===== src/hw/pcra_pkg.sv =====
package pcra_pkg;
   // Register offsets (byte addresses, low 12 bits of haddr)
   localparam logic [11:0] OFF_STEP_CMD = 12'h100;
   localparam logic [11:0] OFF_SECONDS = 12'h110;
   localparam logic [11:0] OFF_NANOSECONDS = 12'h114;
   localparam logic [11:0] OFF_SUBNANOSECONDS = 12'h118;
   localparam logic [11:0] OFF_RATE_ADJUST = 12'h11c;
   localparam logic [11:0] OFF_TEMPORARY_RATE_ADJUST = 12'h120;
   localparam logic [11:0] OFF_TEMPORARY_RATE_DURATION = 12'h124;
   localparam logic [11:0] OFF_STEP_ADJUST = 12'h128;
   localparam int ADDR_W = 12;
   // Field layout
   localparam int DIR_BIT = 31;
   localparam int FRAC_W = 30;
   localparam int SEC_STEP_W = 4;
   localparam int CMD_STEP_SEC_BIT = 0;
   localparam int CMD_STEP_NS_BIT = 1;
   localparam int CMD_TEMP_ACTIVE_BIT = 2;
   // Timing: the clock tick equals the reference period
   localparam int REF_PERIOD_NS = 10;
   localparam logic [29:0] NS_NOMINAL = 30'(REF_PERIOD_NS);
   localparam logic [29:0] NS_SLOW = 30'(REF_PERIOD_NS - 1);
   localparam logic [29:0] NS_FAST = 30'(REF_PERIOD_NS + 1);
   localparam logic [30:0] NS_PER_SEC = 31'h3b9aca00;
   // Reset values and AHB encodings
   localparam logic [31:0] RESET_WORD = 32'h0000_0000;
   localparam logic [1:0] HTRANS_NONSEQ_BIT = 2'h2;
   localparam logic HRESP_OKAY = 1'b0;

   typedef struct packed {
      logic pend;
      logic write;
      logic [11:0] addr;
      logic rd_wait;
      logic [31:0] rdata;
   } pcra_bus_s;

   typedef struct packed {
      logic [31:0] sec;
      logic [29:0] ns;
      logic [31:0] subns;
      logic rate_dir;
      logic [29:0] rate_frac;
      logic temp_dir;
      logic [29:0] temp_frac;
      logic [31:0] dur;
      logic [31:0] remain;
      logic step_dir;
      logic [29:0] step_amt;
      logic step_sec_pend;
      logic step_ns_pend;
   } pcra_core_s;
endpackage


===== src/hw/pcra_ahb_slave.sv =====
`timescale 1ns/1ps
module pcra_ahb_slave (
   input wire logic i_clock,
   input wire logic i_rst_n,
   input wire logic i_clk_en,
   input wire logic i_hsel,
   input wire logic [31:0] i_haddr,
   input wire logic [1:0] i_htrans,
   input wire logic i_hwrite,
   input wire logic i_hready,
   input wire logic [31:0] i_hwdata,
   input wire logic [31:0] i_rd_data,
   output logic [31:0] o_hrdata,
   output logic o_hreadyout,
   output logic o_hresp,
   output logic [11:0] o_addr,
   output logic o_wr_en,
   output logic [31:0] o_wr_data
);
   pcra_pkg::pcra_bus_s q, d;
   logic accept;

   // Reads take one wait state so that hrdata comes from a flop
   always_comb begin
      d = q;
      o_hreadyout = !(q.pend && !q.write && !q.rd_wait);
      accept = i_hsel && i_hready && ((i_htrans & pcra_pkg::HTRANS_NONSEQ_BIT) != 2'h0);
      if (!o_hreadyout) begin
         d.rdata = i_rd_data;
         d.rd_wait = 1'b1;
      end else begin
         d.pend = 1'b0;
         d.rd_wait = 1'b0;
      end
      if (accept) begin
         d.pend = 1'b1;
         d.write = i_hwrite;
         d.addr = i_haddr[pcra_pkg::ADDR_W-1:0];
         d.rd_wait = 1'b0;
      end
   end

   always_ff @(posedge i_clock or negedge i_rst_n) begin
      if (!i_rst_n) begin
         q <= '0;
      end else if (i_clk_en) begin
         q <= d;
      end
   end

   assign o_hrdata = q.rdata;
   assign o_hresp = pcra_pkg::HRESP_OKAY;
   assign o_addr = q.addr;
   assign o_wr_en = q.pend && q.write;
   assign o_wr_data = i_hwdata;
endmodule // pcra_ahb_slave


===== src/hw/pcra_rate_step.sv =====
// Added by the designer: register access over AHB-Lite.
`timescale 1ns/1ps
module pcra_rate_step (
   input wire logic i_clock,
   input wire logic i_rst_n,
   input wire logic i_clk_en,
   input wire logic i_hsel,
   input wire logic [31:0] i_haddr,
   input wire logic [1:0] i_htrans,
   input wire logic i_hwrite,
   input wire logic [2:0] i_hsize,
   input wire logic i_hready,
   input wire logic [31:0] i_hwdata,
   output logic [31:0] o_hrdata,
   output logic o_hreadyout,
   output logic o_hresp,
   output logic [31:0] o_seconds,
   output logic [29:0] o_nanoseconds,
   output logic [31:0] o_subnanoseconds,
   output logic o_temporary_active
);
   pcra_pkg::pcra_core_s q, d;
   logic [11:0] bus_addr;
   logic bus_wr_en;
   logic [31:0] bus_wr_data;
   logic [31:0] rd_data;
   logic temp_active;
   logic [29:0] frac_sel;
   logic dir_sel;
   logic [32:0] acc_sum;
   logic wrap;
   logic [29:0] inc_ns;
   logic [30:0] ns_sum;
   logic sec_carry;
   logic [31:0] sec_step;
   logic hsize_unused;

   ////////////////////////////////////////////////////////////////////////
   // Bus slave
   pcra_ahb_slave u_bus (
      .i_clock(i_clock),
      .i_rst_n(i_rst_n),
      .i_clk_en(i_clk_en),
      .i_hsel(i_hsel),
      .i_haddr(i_haddr),
      .i_htrans(i_htrans),
      .i_hwrite(i_hwrite),
      .i_hready(i_hready),
      .i_hwdata(i_hwdata),
      .i_rd_data(rd_data),
      .o_hrdata(o_hrdata),
      .o_hreadyout(o_hreadyout),
      .o_hresp(o_hresp),
      .o_addr(bus_addr),
      .o_wr_en(bus_wr_en),
      .o_wr_data(bus_wr_data)
   );

   // Only whole-word transfers are used
   assign hsize_unused = ^i_hsize;

   ////////////////////////////////////////////////////////////////////////
   // Read mux, reserved bits and unmapped offsets read as zero
   always_comb begin
      rd_data = pcra_pkg::RESET_WORD;
      case (bus_addr)
         pcra_pkg::OFF_STEP_CMD: begin
            rd_data[pcra_pkg::CMD_STEP_SEC_BIT] = q.step_sec_pend;
            rd_data[pcra_pkg::CMD_STEP_NS_BIT] = q.step_ns_pend;
            rd_data[pcra_pkg::CMD_TEMP_ACTIVE_BIT] = temp_active;
         end
         pcra_pkg::OFF_SECONDS: begin
            rd_data = q.sec;
         end
         pcra_pkg::OFF_NANOSECONDS: begin
            rd_data[pcra_pkg::FRAC_W-1:0] = q.ns;
         end
         pcra_pkg::OFF_SUBNANOSECONDS: begin
            rd_data = q.subns;
         end
         pcra_pkg::OFF_RATE_ADJUST: begin
            rd_data[pcra_pkg::DIR_BIT] = q.rate_dir;
            rd_data[pcra_pkg::FRAC_W-1:0] = q.rate_frac;
         end
         pcra_pkg::OFF_TEMPORARY_RATE_ADJUST: begin
            rd_data[pcra_pkg::DIR_BIT] = q.temp_dir;
            rd_data[pcra_pkg::FRAC_W-1:0] = q.temp_frac;
         end
         pcra_pkg::OFF_TEMPORARY_RATE_DURATION: begin
            rd_data = q.dur;
         end
         pcra_pkg::OFF_STEP_ADJUST: begin
            rd_data[pcra_pkg::DIR_BIT] = q.step_dir;
            rd_data[pcra_pkg::FRAC_W-1:0] = q.step_amt;
         end
         default: begin
            rd_data = pcra_pkg::RESET_WORD;
         end
      endcase
   end

   ////////////////////////////////////////////////////////////////////////
   // Clock advance
   assign temp_active = (q.remain != 32'h0000_0000);

   always_comb begin
      d = q;
      // Temporary rate overrides the permanent one while counting
      frac_sel = temp_active ? q.temp_frac : q.rate_frac;
      dir_sel = temp_active ? q.temp_dir : q.rate_dir;
      acc_sum = {1'b0, q.subns} + {3'h0, frac_sel};
      wrap = acc_sum[32];
      d.subns = acc_sum[31:0];
      inc_ns = pcra_pkg::NS_NOMINAL;
      if (wrap) begin
         inc_ns = dir_sel ? pcra_pkg::NS_FAST : pcra_pkg::NS_SLOW;
      end
      // Nanosecond step always adds, direction ignored
      if (q.step_ns_pend) begin
         inc_ns = q.step_amt;
      end
      ns_sum = {1'b0, q.ns} + {1'b0, inc_ns};
      sec_carry = (ns_sum >= pcra_pkg::NS_PER_SEC);
      if (sec_carry) begin
         d.ns = 30'(ns_sum - pcra_pkg::NS_PER_SEC);
      end else begin
         d.ns = ns_sum[29:0];
      end
      sec_step = {28'h000_0000, q.step_amt[pcra_pkg::SEC_STEP_W-1:0]};
      d.sec = q.sec + {31'h0000_0000, sec_carry};
      if (q.step_sec_pend) begin
         if (q.step_dir) begin
            d.sec = q.sec + {31'h0000_0000, sec_carry} + sec_step;
         end else begin
            d.sec = q.sec + {31'h0000_0000, sec_carry} - sec_step;
         end
      end
      // Each trigger is consumed in the cycle it is applied
      d.step_sec_pend = 1'b0;
      d.step_ns_pend = 1'b0;
      if (temp_active) begin
         d.remain = q.remain - 32'h0000_0001;
      end
      // Software writes; a new trigger beats the consume above
      if (bus_wr_en) begin
         case (bus_addr)
            pcra_pkg::OFF_RATE_ADJUST: begin
               d.rate_dir = bus_wr_data[pcra_pkg::DIR_BIT];
               d.rate_frac = bus_wr_data[pcra_pkg::FRAC_W-1:0];
            end
            pcra_pkg::OFF_TEMPORARY_RATE_ADJUST: begin
               d.temp_dir = bus_wr_data[pcra_pkg::DIR_BIT];
               d.temp_frac = bus_wr_data[pcra_pkg::FRAC_W-1:0];
            end
            pcra_pkg::OFF_TEMPORARY_RATE_DURATION: begin
               d.dur = bus_wr_data;
               d.remain = bus_wr_data;
            end
            pcra_pkg::OFF_STEP_ADJUST: begin
               d.step_dir = bus_wr_data[pcra_pkg::DIR_BIT];
               d.step_amt = bus_wr_data[pcra_pkg::FRAC_W-1:0];
            end
            pcra_pkg::OFF_STEP_CMD: begin
               if (bus_wr_data[pcra_pkg::CMD_STEP_SEC_BIT]) begin
                  d.step_sec_pend = 1'b1;
               end
               if (bus_wr_data[pcra_pkg::CMD_STEP_NS_BIT]) begin
                  d.step_ns_pend = 1'b1;
               end
            end
            default: begin
               d.dur = q.dur;
            end
         endcase
      end
   end

   always_ff @(posedge i_clock or negedge i_rst_n) begin
      if (!i_rst_n) begin
         q <= '0;
      end else if (i_clk_en) begin
         q <= d;
      end
   end

   assign o_seconds = q.sec;
   assign o_nanoseconds = q.ns;
   assign o_subnanoseconds = q.subns;
   assign o_temporary_active = temp_active;

   ////////////////////////////////////////////////////////////////////////
   // Checks, sampled only on enabled edges
   localparam logic [29:0] NS_SAFE = 30'd999999000;

   logic plain_ns;
   // Reset term keeps the release edge, whose next state is still reset, out of the checks
   assign plain_ns = i_rst_n && !q.step_ns_pend && (q.ns < NS_SAFE);

   logic dur_wr;
   assign dur_wr = bus_wr_en && bus_addr == pcra_pkg::OFF_TEMPORARY_RATE_DURATION;
endmodule // pcra_rate_step


===== config.mk =====
export PLATFORM = sky130hd
export DESIGN_NAME = pcra_rate_step
export DESIGN_NICKNAME = d
export VERILOG_FILES = /design/src/hw/pcra_pkg.sv /design/src/hw/pcra_ahb_slave.sv /design/src/hw/pcra_rate_step.sv
export SDC_FILE = /design/constraint.sdc
export NUM_CORES = 1
export LEC_CHECK = 0
export BUFFER_PORTS_ARGS = -buffer_cell sky130_fd_sc_hd__buf_2
export CORE_MARGIN = 4
export CORE_UTILIZATION = 45
export DETAILED_ROUTE_END_ITERATION = 10
export GPL_ROUTABILITY_DRIVEN = 0
export PLACE_DENSITY_LB_ADDON = 0.08
export SLEW_MARGIN = 15
export SYNTH_ARGS = -nofsm -noshare
export SYNTH_HDL_FRONTEND = slang
export SYNTH_SLANG_ARGS = --single-unit
export TNS_END_PERCENT = 10

===== constraint.sdc =====
create_clock -name i_clock -period 12.6 [get_ports i_clock]
set_input_delay 1.89 -clock i_clock [delete_from_list [all_inputs] [get_ports i_clock]]
set_output_delay 1.89 -clock i_clock [all_outputs]
set_load 0.005 [all_outputs]

* Word-level counts from Yosys, hierarchy flattened *
Cells that the tools add are included.

storage, ports and cells
  input port bits = 75
  bits in registers = 300

operators by class
  add/sub/neg operators = 7
  reduce and logical (&&, ||, !) cells = 16
  magnitude comparators = 1
  multiplexer cells = 22
  eq/ne operators = 9

operators with widths
  cell                      number
  $pmux W27 S7              1
  $mux W32                  4
  $eq A12 B9 Y1 const B     8
  $mux W30                  3
  $mux W65                  1
  $add A32 B30 Y33          1
  $add A32 B1 Y32           1
  $add A32 B4 Y32           1
  $reduce_bool A32 Y1       1
  $sub A32 B1 Y32 const B   1
  $sub A32 B4 Y32           1
  $add A30 B30 Y31          1
  $ge A31 B30 Y1 const B    1
  $mux W31                  1
  $sub A30 B30 Y30 const B  1
  $pmux W3 S8               1
  $mux W15                  1
  $reduce_and A3 Y1         4
  $mux W2                   3
  $pmux W1 S6               1
  $reduce_and A2 Y1         3
  $logic_and A1 B1 Y1       5
  $mux W1                   5
  $logic_not A1 Y1          3
  2 further kinds           2

* Longest topological paths before layout *
Gate-level depths: netlist of the first run.

  depth after elaboration = 11
  mapped depth = 60

* By module *
From an unflattened synthesis of the first run, not the netlist that was laid out.

unflattened totals
  cell total of the unflattened synthesis = 2389
  area total of the unflattened synthesis = 21724.6 sq um

modules (own cells, without submodules)
  module          sequential area each (sq um)  times used  cells each  area each (sq um)
  pcra_rate_step  6331.1                        1           2206        19203.4
  pcra_ahb_slave  1176.1                        1           183         2521.2

* Least setup slack after synthesis of the first run *
No wires, ideal clock.

  path type = reg2reg
  start = register q[58] in the netlist's numbering
  end = register q (netlist bit o_seconds[31])
  required time = 12.477 ns
  cell stages (with the launch flop) = 58
  path slack = 1.310 ns
  setup time = 0.123 ns
  arrival time = 11.168 ns
  cells stage by stage = dfrtp_1 -> or3_1 -> or2_2 -> nor4b_1 -> and4_1 -> clkbuf_1 -> clkbuf_1 -> nand2_1 -> nand2_1 -> ha_1 -> inv_1 -> fa_1 -> nor2b_1 -> o21ai_0 -> a21boi_0 -> o21ai_0 -> a21oi_1 -> a221oi_1 -> (+22 left out) -> nand3_1 -> nor2_1 -> nand3_1 -> nor2_1 -> nand2_1 -> xnor2_1 -> ha_1 -> and3_1 -> a221oi_1 -> nand3b_1 -> nand2_1 -> o21ai_0 -> a31oi_1 -> a211o_1 -> o211ai_1 -> xor2_1 -> nand2_1 -> xnor2_1

between the ends
  longest elaborated chain between the ends = 11
  elaborated cells between the ends (all ways) = 14
  those cells by class = add/sub (5); order compare (1); mux (7); reduce/logical (1)

ends and longest elaborated chain
  what                                                RTL line                                                             RTL
  from (decl)                                         pcra_rate_step.sv:22                                                 pcra_pkg::pcra_core_s q, d;
  from (signal assigned)                              pcra_rate_step.sv:180                                                q <= '0;
  from (signal assigned)                              pcra_rate_step.sv:182                                                q <= d;
  $reduce_bool A32 Y1 *                               pcra_rate_step.sv:104                                                assign temp_active = (q.remain != 32'h0000_0000);
  $mux W30 or $mux W1 (tied branches)                 pcra_rate_step.sv:109, pcra_rate_step.sv:110
  $add A32 B30 Y33 or $mux W2 (tied branches)         pcra_rate_step.sv:111, pcra_rate_step.sv:116
  $mux W2 *                                           pcra_rate_step.sv:115                                                if (wrap) begin
  $mux W30 *                                          pcra_rate_step.sv:119                                                if (q.step_ns_pend) begin
  $add A30 B30 Y31 *                                  pcra_rate_step.sv:122                                                ns_sum = {1'b0, q.ns} + {1'b0, inc_ns};
  $ge A31 B30 Y1 *                                    pcra_rate_step.sv:123                                                sec_carry = (ns_sum >= pcra_pkg::NS_PER_SEC);
  $add A32 B1 Y32 *                                   pcra_rate_step.sv:130, pcra_rate_step.sv:133, pcra_rate_step.sv:135
  $sub A32 B4 Y32 or $add A32 B4 Y32 (tied branches)  pcra_rate_step.sv:135, pcra_rate_step.sv:133
  $mux W32                                            pcra_rate_step.sv:132                                                if (q.step_dir) begin
  $mux W32 *                                          pcra_rate_step.sv:131                                                if (q.step_sec_pend) begin

Every way passes the cells marked *; elsewhere a longest branch is shown, timed or not.
A chain may end at the register's enable or synchronous reset.

* Worst setup path in the final report of the first run *
Ends and elaborated chain as after synthesis.

==> results of run 1 <==
## cells in the final DEF, fill, tap and decap left out, types with 34 or more instances in the layout
master     instances
a21oi_1          198
and2_1            36
ha_1              97
buf_4             66
nand3_1           64
nand2_1          220
xnor2_1           67
nor3_1            54
clkbuf_16         38
mux2_2           196
buf_2            176
xor2_1            34
nor2_1           152
a21o_1            71
o21ai_0          119
inv_1             55
dfrtp_1          299
## sequential cells by signal, indices dropped and copies added, names as in the netlist
register          count
u_bus.q               3
o_subnanoseconds     32
o_seconds            32
u_bus.o_addr         12
q                   159
u_bus.o_hrdata       32
o_nanoseconds        30
## Yosys cell counts, drive strengths merged (26+ instances only)
library cell	count
dfrtp	300
nand2	221
a21oi	201
mux2	196
nor2	154
buf	151
o21ai	129
clkbuf	106
ha	97
a21o	71
xnor2	68
nand3	64
inv	55
nor3	54
and2	38
xor2	34
a22oi	32
a222oi	28
o21a	27
and3	26
## critical path: cells and delay by family, from the launching register on
family | cells | cell delay, ns
AO/OA/AOI/OAI | 23 | 4.85
AND/OR/NAND/NOR | 17 | 2.96
adder cells (fa/ha/maj) | 7 | 1.94
buffers and inverters | 7 | 1.20
XOR/XNOR | 3 | 0.51
flip-flops | 1 | 0.43
## what timing repair did
action	in CTS	in global routing
gates resized for setup	1	17
setup endpoints to repair	1	16
pin swaps	0	1
## per-stage QoR
step	cell area, um^2	hold WS [ns]	power, mW	setup WS [ns]
6_report	23390	0.4706	3.160	0.5773
5_1_grt	23390	0.4856	3.311	0.03560
4_1_cts	23310	0.4764	3.164	0.08606
3_5_place_dp	21990	0.4630	1.986	0.05942
3_3_place_gp	21990	0.4552	1.975	0.04318
2_1_floorplan	21260	0.4416	1.723	1.310
## layout make-up
| type | count | area [um^2] | area share |
|---|---|---|---|
| timing repair buffer | 244 | 1403 | 0.05998 |
| clock inverter | 20 | 260.3 | 0.01113 |
| multi-input combinational | 1749 | 12190 | 0.5213 |
| inverter | 56 | 210.2 | 0.008988 |
| sequential | 300 | 7508 | 0.3211 |
| clock buffer | 47 | 1055 | 0.04510 |
| tap | 607 | 759.5 | 0.03248 |
## cell families after synthesis
logic type	after synthesis	synth area share
AOI/OAI and AO/OA	650	0.1994
xor gates and xnor gates	102	0.04203
adders and majority gates	100	0.05992
buffers and inverters	313	0.07864
DFF	300	0.3532
muxes	220	0.1151
other	1	0.0001764
and+or+nand+nor	676	0.1515
## routing by layer
layer,share of wire,vias up,track usage
met3,0.060,110,0.03778
met4,0.023,0,0.07350
met2,0.46,652,0.4572
li1,-,8525,-
met1,0.45,9226,0.3947
met5,0,-,0
## where the power goes
part / leakage (nW) / switching [mW] / internal, mW / total [mW]
registers: 3.96 / 0.162 / 1.05 / 1.21
clock network: 0.652 / 0.466 / 0.701 / 1.17
logic: 6.64 / 0.449 / 0.328 / 0.778
## path summary, 6_finish.rpt
check / start / to / slack, ns / cells after the start
worst max register to register: q[58] / o_seconds[31] / 0.58 / 57
worst max-delay path: q[58] / o_seconds[31] / 0.58 / 57
worst min-delay path: u_bus.o_hrdata[7] / u_bus.o_hrdata[7] / 0.47 / 1
min in group asynchronous: i_rst_n / o_seconds[7] / 1.43 / 1
max in group asynchronous: i_rst_n / u_bus.o_addr[5] / 8.82 / 3
worst min register to register: u_bus.o_hrdata[7] / u_bus.o_hrdata[7] / 0.47 / 1
==> metrics.txt, run 1 <==
Wirelength per Cell 24.19 um; number of global-route vias before repair 17.89k; Pre-Repair DR Iteration Count 8; Finished Core Util 0.5013; Global Route Usage Sum 0.2801; hold_buf cts 0; Post-synth ARST share 1.000; type of the tightest min-delay check flip-flop to flip-flop; core area 0.04665 mm^2; Worst VDD drop 0.08101 mV; setup TNS 0 ns; Pins Over Slew Limit 0; sequential area share after synthesis 0.3532; Synth Cell Area 0.02126 mm^2; Tcrit/Tclk final 0.9542; Synth area leader dfrtp_1; Worst Setup Start Kind flip-flop; RSZ-0062 raised after global routing no; CTS root buf clkbuf_16; Achievable Freq 83.18 MHz; via count 18.51k; max-cap violations 0; number of core rows 79; Final Hold Viols 0; Slew headroom 0.1550; ys flop type dfrtp_1; PortBufs 178; pwr/cell area 135.1 mW/mm^2; Setup Crit Path Kind flip-flop to flip-flop; Critical Path AT 12.45 ns; Starting DRT DRC Count 1704; die area 0.05078 mm^2; clk_skew 0.02456 ns; CTS tree yes; clk_lat worst skew 0.57 ns; Critical Path RT 13.03 ns; clock buffer depth 3; crit path time final 12.02 ns; postcts setup bufs 0; gr ovfl total 0; Crit Path Max Fanout 9; Die Y 225.3 um; Initial Utilization 0.4556; layout cells sized above 1 0.2276; post-synth top area share 0.3532; Area Overhead vs Synth 10.02%; syn nets 2537; CP Capture Type flip-flop; Critical-path top delay cell fa_1; IO Pins 204; post-synthesis cell count 2362; clk sinks 300; fillers about 4.5k; H-Tree Depth 2; DP HPWL 52260 um; Die X-Extent about 230 um; Vias per Instance between 6 and 7; synth top area cells dfrtp_1, mux2_2, ha_1; Inserted Diodes 0; Synth cell types 85; # placed instances 2956; global-route wire length before repair 109900 um; drt total wl 73140 um; slowest cell delay on critical path 0.45 ns; largest net degree at the start of global routing 116; Leakage Power roughly 11 nW; antenna violations before repair 2; CTS clk-pin slew, worst paths 0.06 ns; outcome complete, no violations; Synth Register Bits 300; EDFF count, synth 0; Ys Warns 0; Antenna Violating Nets Remaining 0; number of CTS-inserted buffers 38; # setup viols final 0; syn_area_per_cell between 8 and 9 um^2; Final Non-Filler Cells 3023; drt drc 0; Slew @ Worst Pin 1.265 ns; nets 2564
Power figures use the tool's default switching activity.
==> run 2: changes to the inputs <==
- BUFFER_PORTS_ARGS: -buffer_cell sky130_fd_sc_hd__buf_2 -> -buffer_cell sky130_fd_sc_hd__buf_4
- GPL_TIMING_DRIVEN: unset -> 0
==> metrics.txt, run 2 (synthesis gave the netlist of run 1 again) <==
drt total wl 81510 um; IO Pins 204; most used cell, CP ha_1; Int Power 2.081 mW; Clk pwr share 0.338; # placed instances roughly 3.2k; R2R setup slack 0.50 ns; PortBufs between 150 and 200; die area 0.05078 mm^2; clock buffer depth 3; Pre-Repair DR Iteration Count 8; slowest cell delay on critical path 0.44 ns; Critical Path RT 13.05 ns; Crit Path Max Fanout 10; CP Capture Type flip-flop; commonest non-fill, non-tap cell in the layout buf_4; Global Route Usage Sum 0.3118; Leakage Power 11.95 nW; max reg flops 159; # setup viols final 0; Pins Over Slew Limit 0; Antenna Violating Nets Remaining 0; number of core rows 79; Initial Utilization 0.4556; Wirelength per Cell 25.24 um; Hold Path Sink u_bus.o_hrdata[23]; Inserted Diodes 0; Final Hold Viols 0; most frequent cells in the layout buf_4, dfrtp_1, nand2_1; DP HPWL 61210 um; crit path time final 12.10 ns; Logic pwr share 0.279; pwr/cell area 127.4 mW/mm^2; Vias per Instance 6.191; Die X-Extent 225.3 um; Final Non-Filler Cells 3229; nets 2771; Setup WS pre-CTS -2.430 ns; Critical Path AT 12.55 ns; Sw Share 0.3478; layout cells sized above 1 0.2502; hold-critical path depth 1; R2R Path End o_seconds[31]; Tcrit/Tclk final 0.9599; clk_skew 0.02200 ns; CTS root buf clkbuf_16; Starting DRT DRC Count 2031; Worst Setup Start Kind flip-flop; Setup Crit Path Kind flip-flop to flip-flop; Finished Cell Area 0.02505 mm^2; Buffers & Inverters on Critical Path 5; core area 0.04665 mm^2; Worst VDD drop between 0.08 and 0.09 mV; antenna violations before repair 1; drt drc 0; via count 19.99k; cells on worst reg2reg path 55; type of the tightest min-delay check flip-flop to flip-flop; number of global-route vias before repair 19.31k; clk_lat worst skew approximately 0.58 ns; r2r startpoint q[58]; Slew headroom 0.1686; global-route wire length before repair between 100000 and 150000 um; largest net degree at the start of global routing 90; placed inst area 0.02346 mm^2; Reg power frac 0.383; clk sinks 300; Achievable Freq 82.68 MHz; Area Overhead vs Synth 17.84%; Worst Slack Setup Final 0.5050 ns; CTS tree yes; max-cap violations 0; number of CTS-inserted buffers 37; Sw Pwr 1.110 mW; fillers between 4k and 5k; setup TNS 0 ns; Slew @ Worst Pin 1.247 ns; CP delay by family, top compound AO/OA/AOI/OAI gates; CTS clk-pin slew, worst paths approximately 0.060 ns; hold path startpoint u_bus.o_hrdata[23]; Most flops, register q; H-Tree Depth 2; Die Y 225.3 um; gr ovfl total 0; outcome complete, no violations; Critical-path top delay cell or3_1
==> run 2: repair_timing <==
action                                  4_1_cts  5_1_grt
gates resized for setup                      32       33
endpoints found under the setup margin       26       19
setup buffers                                 6       10
pin swaps                                     5       10
hold buffers                                  0        0
==> run 2: worst max path at each step <==
stage	startpoint	endpoint	slack (ns)	depth (start not counted)
global placement	q[58]	o_seconds[31]	-2.38	55
detailed placement	q[58]	o_seconds[31]	-2.43	55
finish	q[58]	o_seconds[31]	0.50	55
global route	q[58]	o_seconds[31]	-0.05	59
CTS	q[58]	o_seconds[31]	0.03	57
floorplan	q[58]	o_seconds[31]	1.31	57
==> run 2: metrics by stage <==
step / hold slack (ns) / power [mW] / util
5_1_grt: 0.4919 / 3.337 / 0.5369
3_3_place_gp: 0.4621 / 2.056 / 0.5004
4_1_cts: 0.4795 / 3.164 / 0.5319
3_5_place_dp: 0.4669 / 2.073 / 0.5029
6_report: 0.4742 / 3.190 / 0.5369
2_1_floorplan: 0.4416 / 1.723 / -
==> run 2: power groups by stage <==
stage | combinational [mW] | sequential, mW | clock (mW)
after floorplan | 0.579 | 1.14 | 0
after global placement | 0.828 | 1.23 | 0
after detailed placement | 0.844 | 1.23 | 0
after CTS | 0.859 | 1.21 | 1.09
after global routing | 0.977 | 1.23 | 1.13
final | 0.891 | 1.22 | 1.08
==> run 2: final cells by class <==
class                           instances  area (um^2)  area share
Buffer                                254         1456     0.05814
Clock buffer                           49         1041     0.04156
Clock inverter                         16        155.1    0.006194
Inverter                               56        210.2    0.008392
Multi-Input combinational cell       1749        12360      0.4936
Sequential cell                       300         7507      0.2997
Tap cell                              607        759.5     0.03032
Timing Repair Buffer                  198         1555     0.06209
==> run 2: worst register-to-register path, delay by kind of cell (launching register included) <==
| family | cells | cell delay (ns) |
|---|---|---|
| AOI/OAI and AO/OA | 23 | 4.84 |
| and+or+nand+nor | 17 | 3.30 |
| adders and majority gates | 7 | 2.04 |
| buffers and inverters | 5 | 0.82 |
| xor gates and xnor gates | 3 | 0.55 |
| DFF | 1 | 0.43 |
==> run 2: metal layers <==
metal | track usage | share of wire | vias to the layer above
li1 | - | - | 8947
met1 | 0.4309 | 0.42 | 9893
met2 | 0.4879 | 0.45 | 947
met3 | 0.05223 | 0.084 | 204
met4 | 0.1290 | 0.046 | 0
met5 | 0 | 0 | -
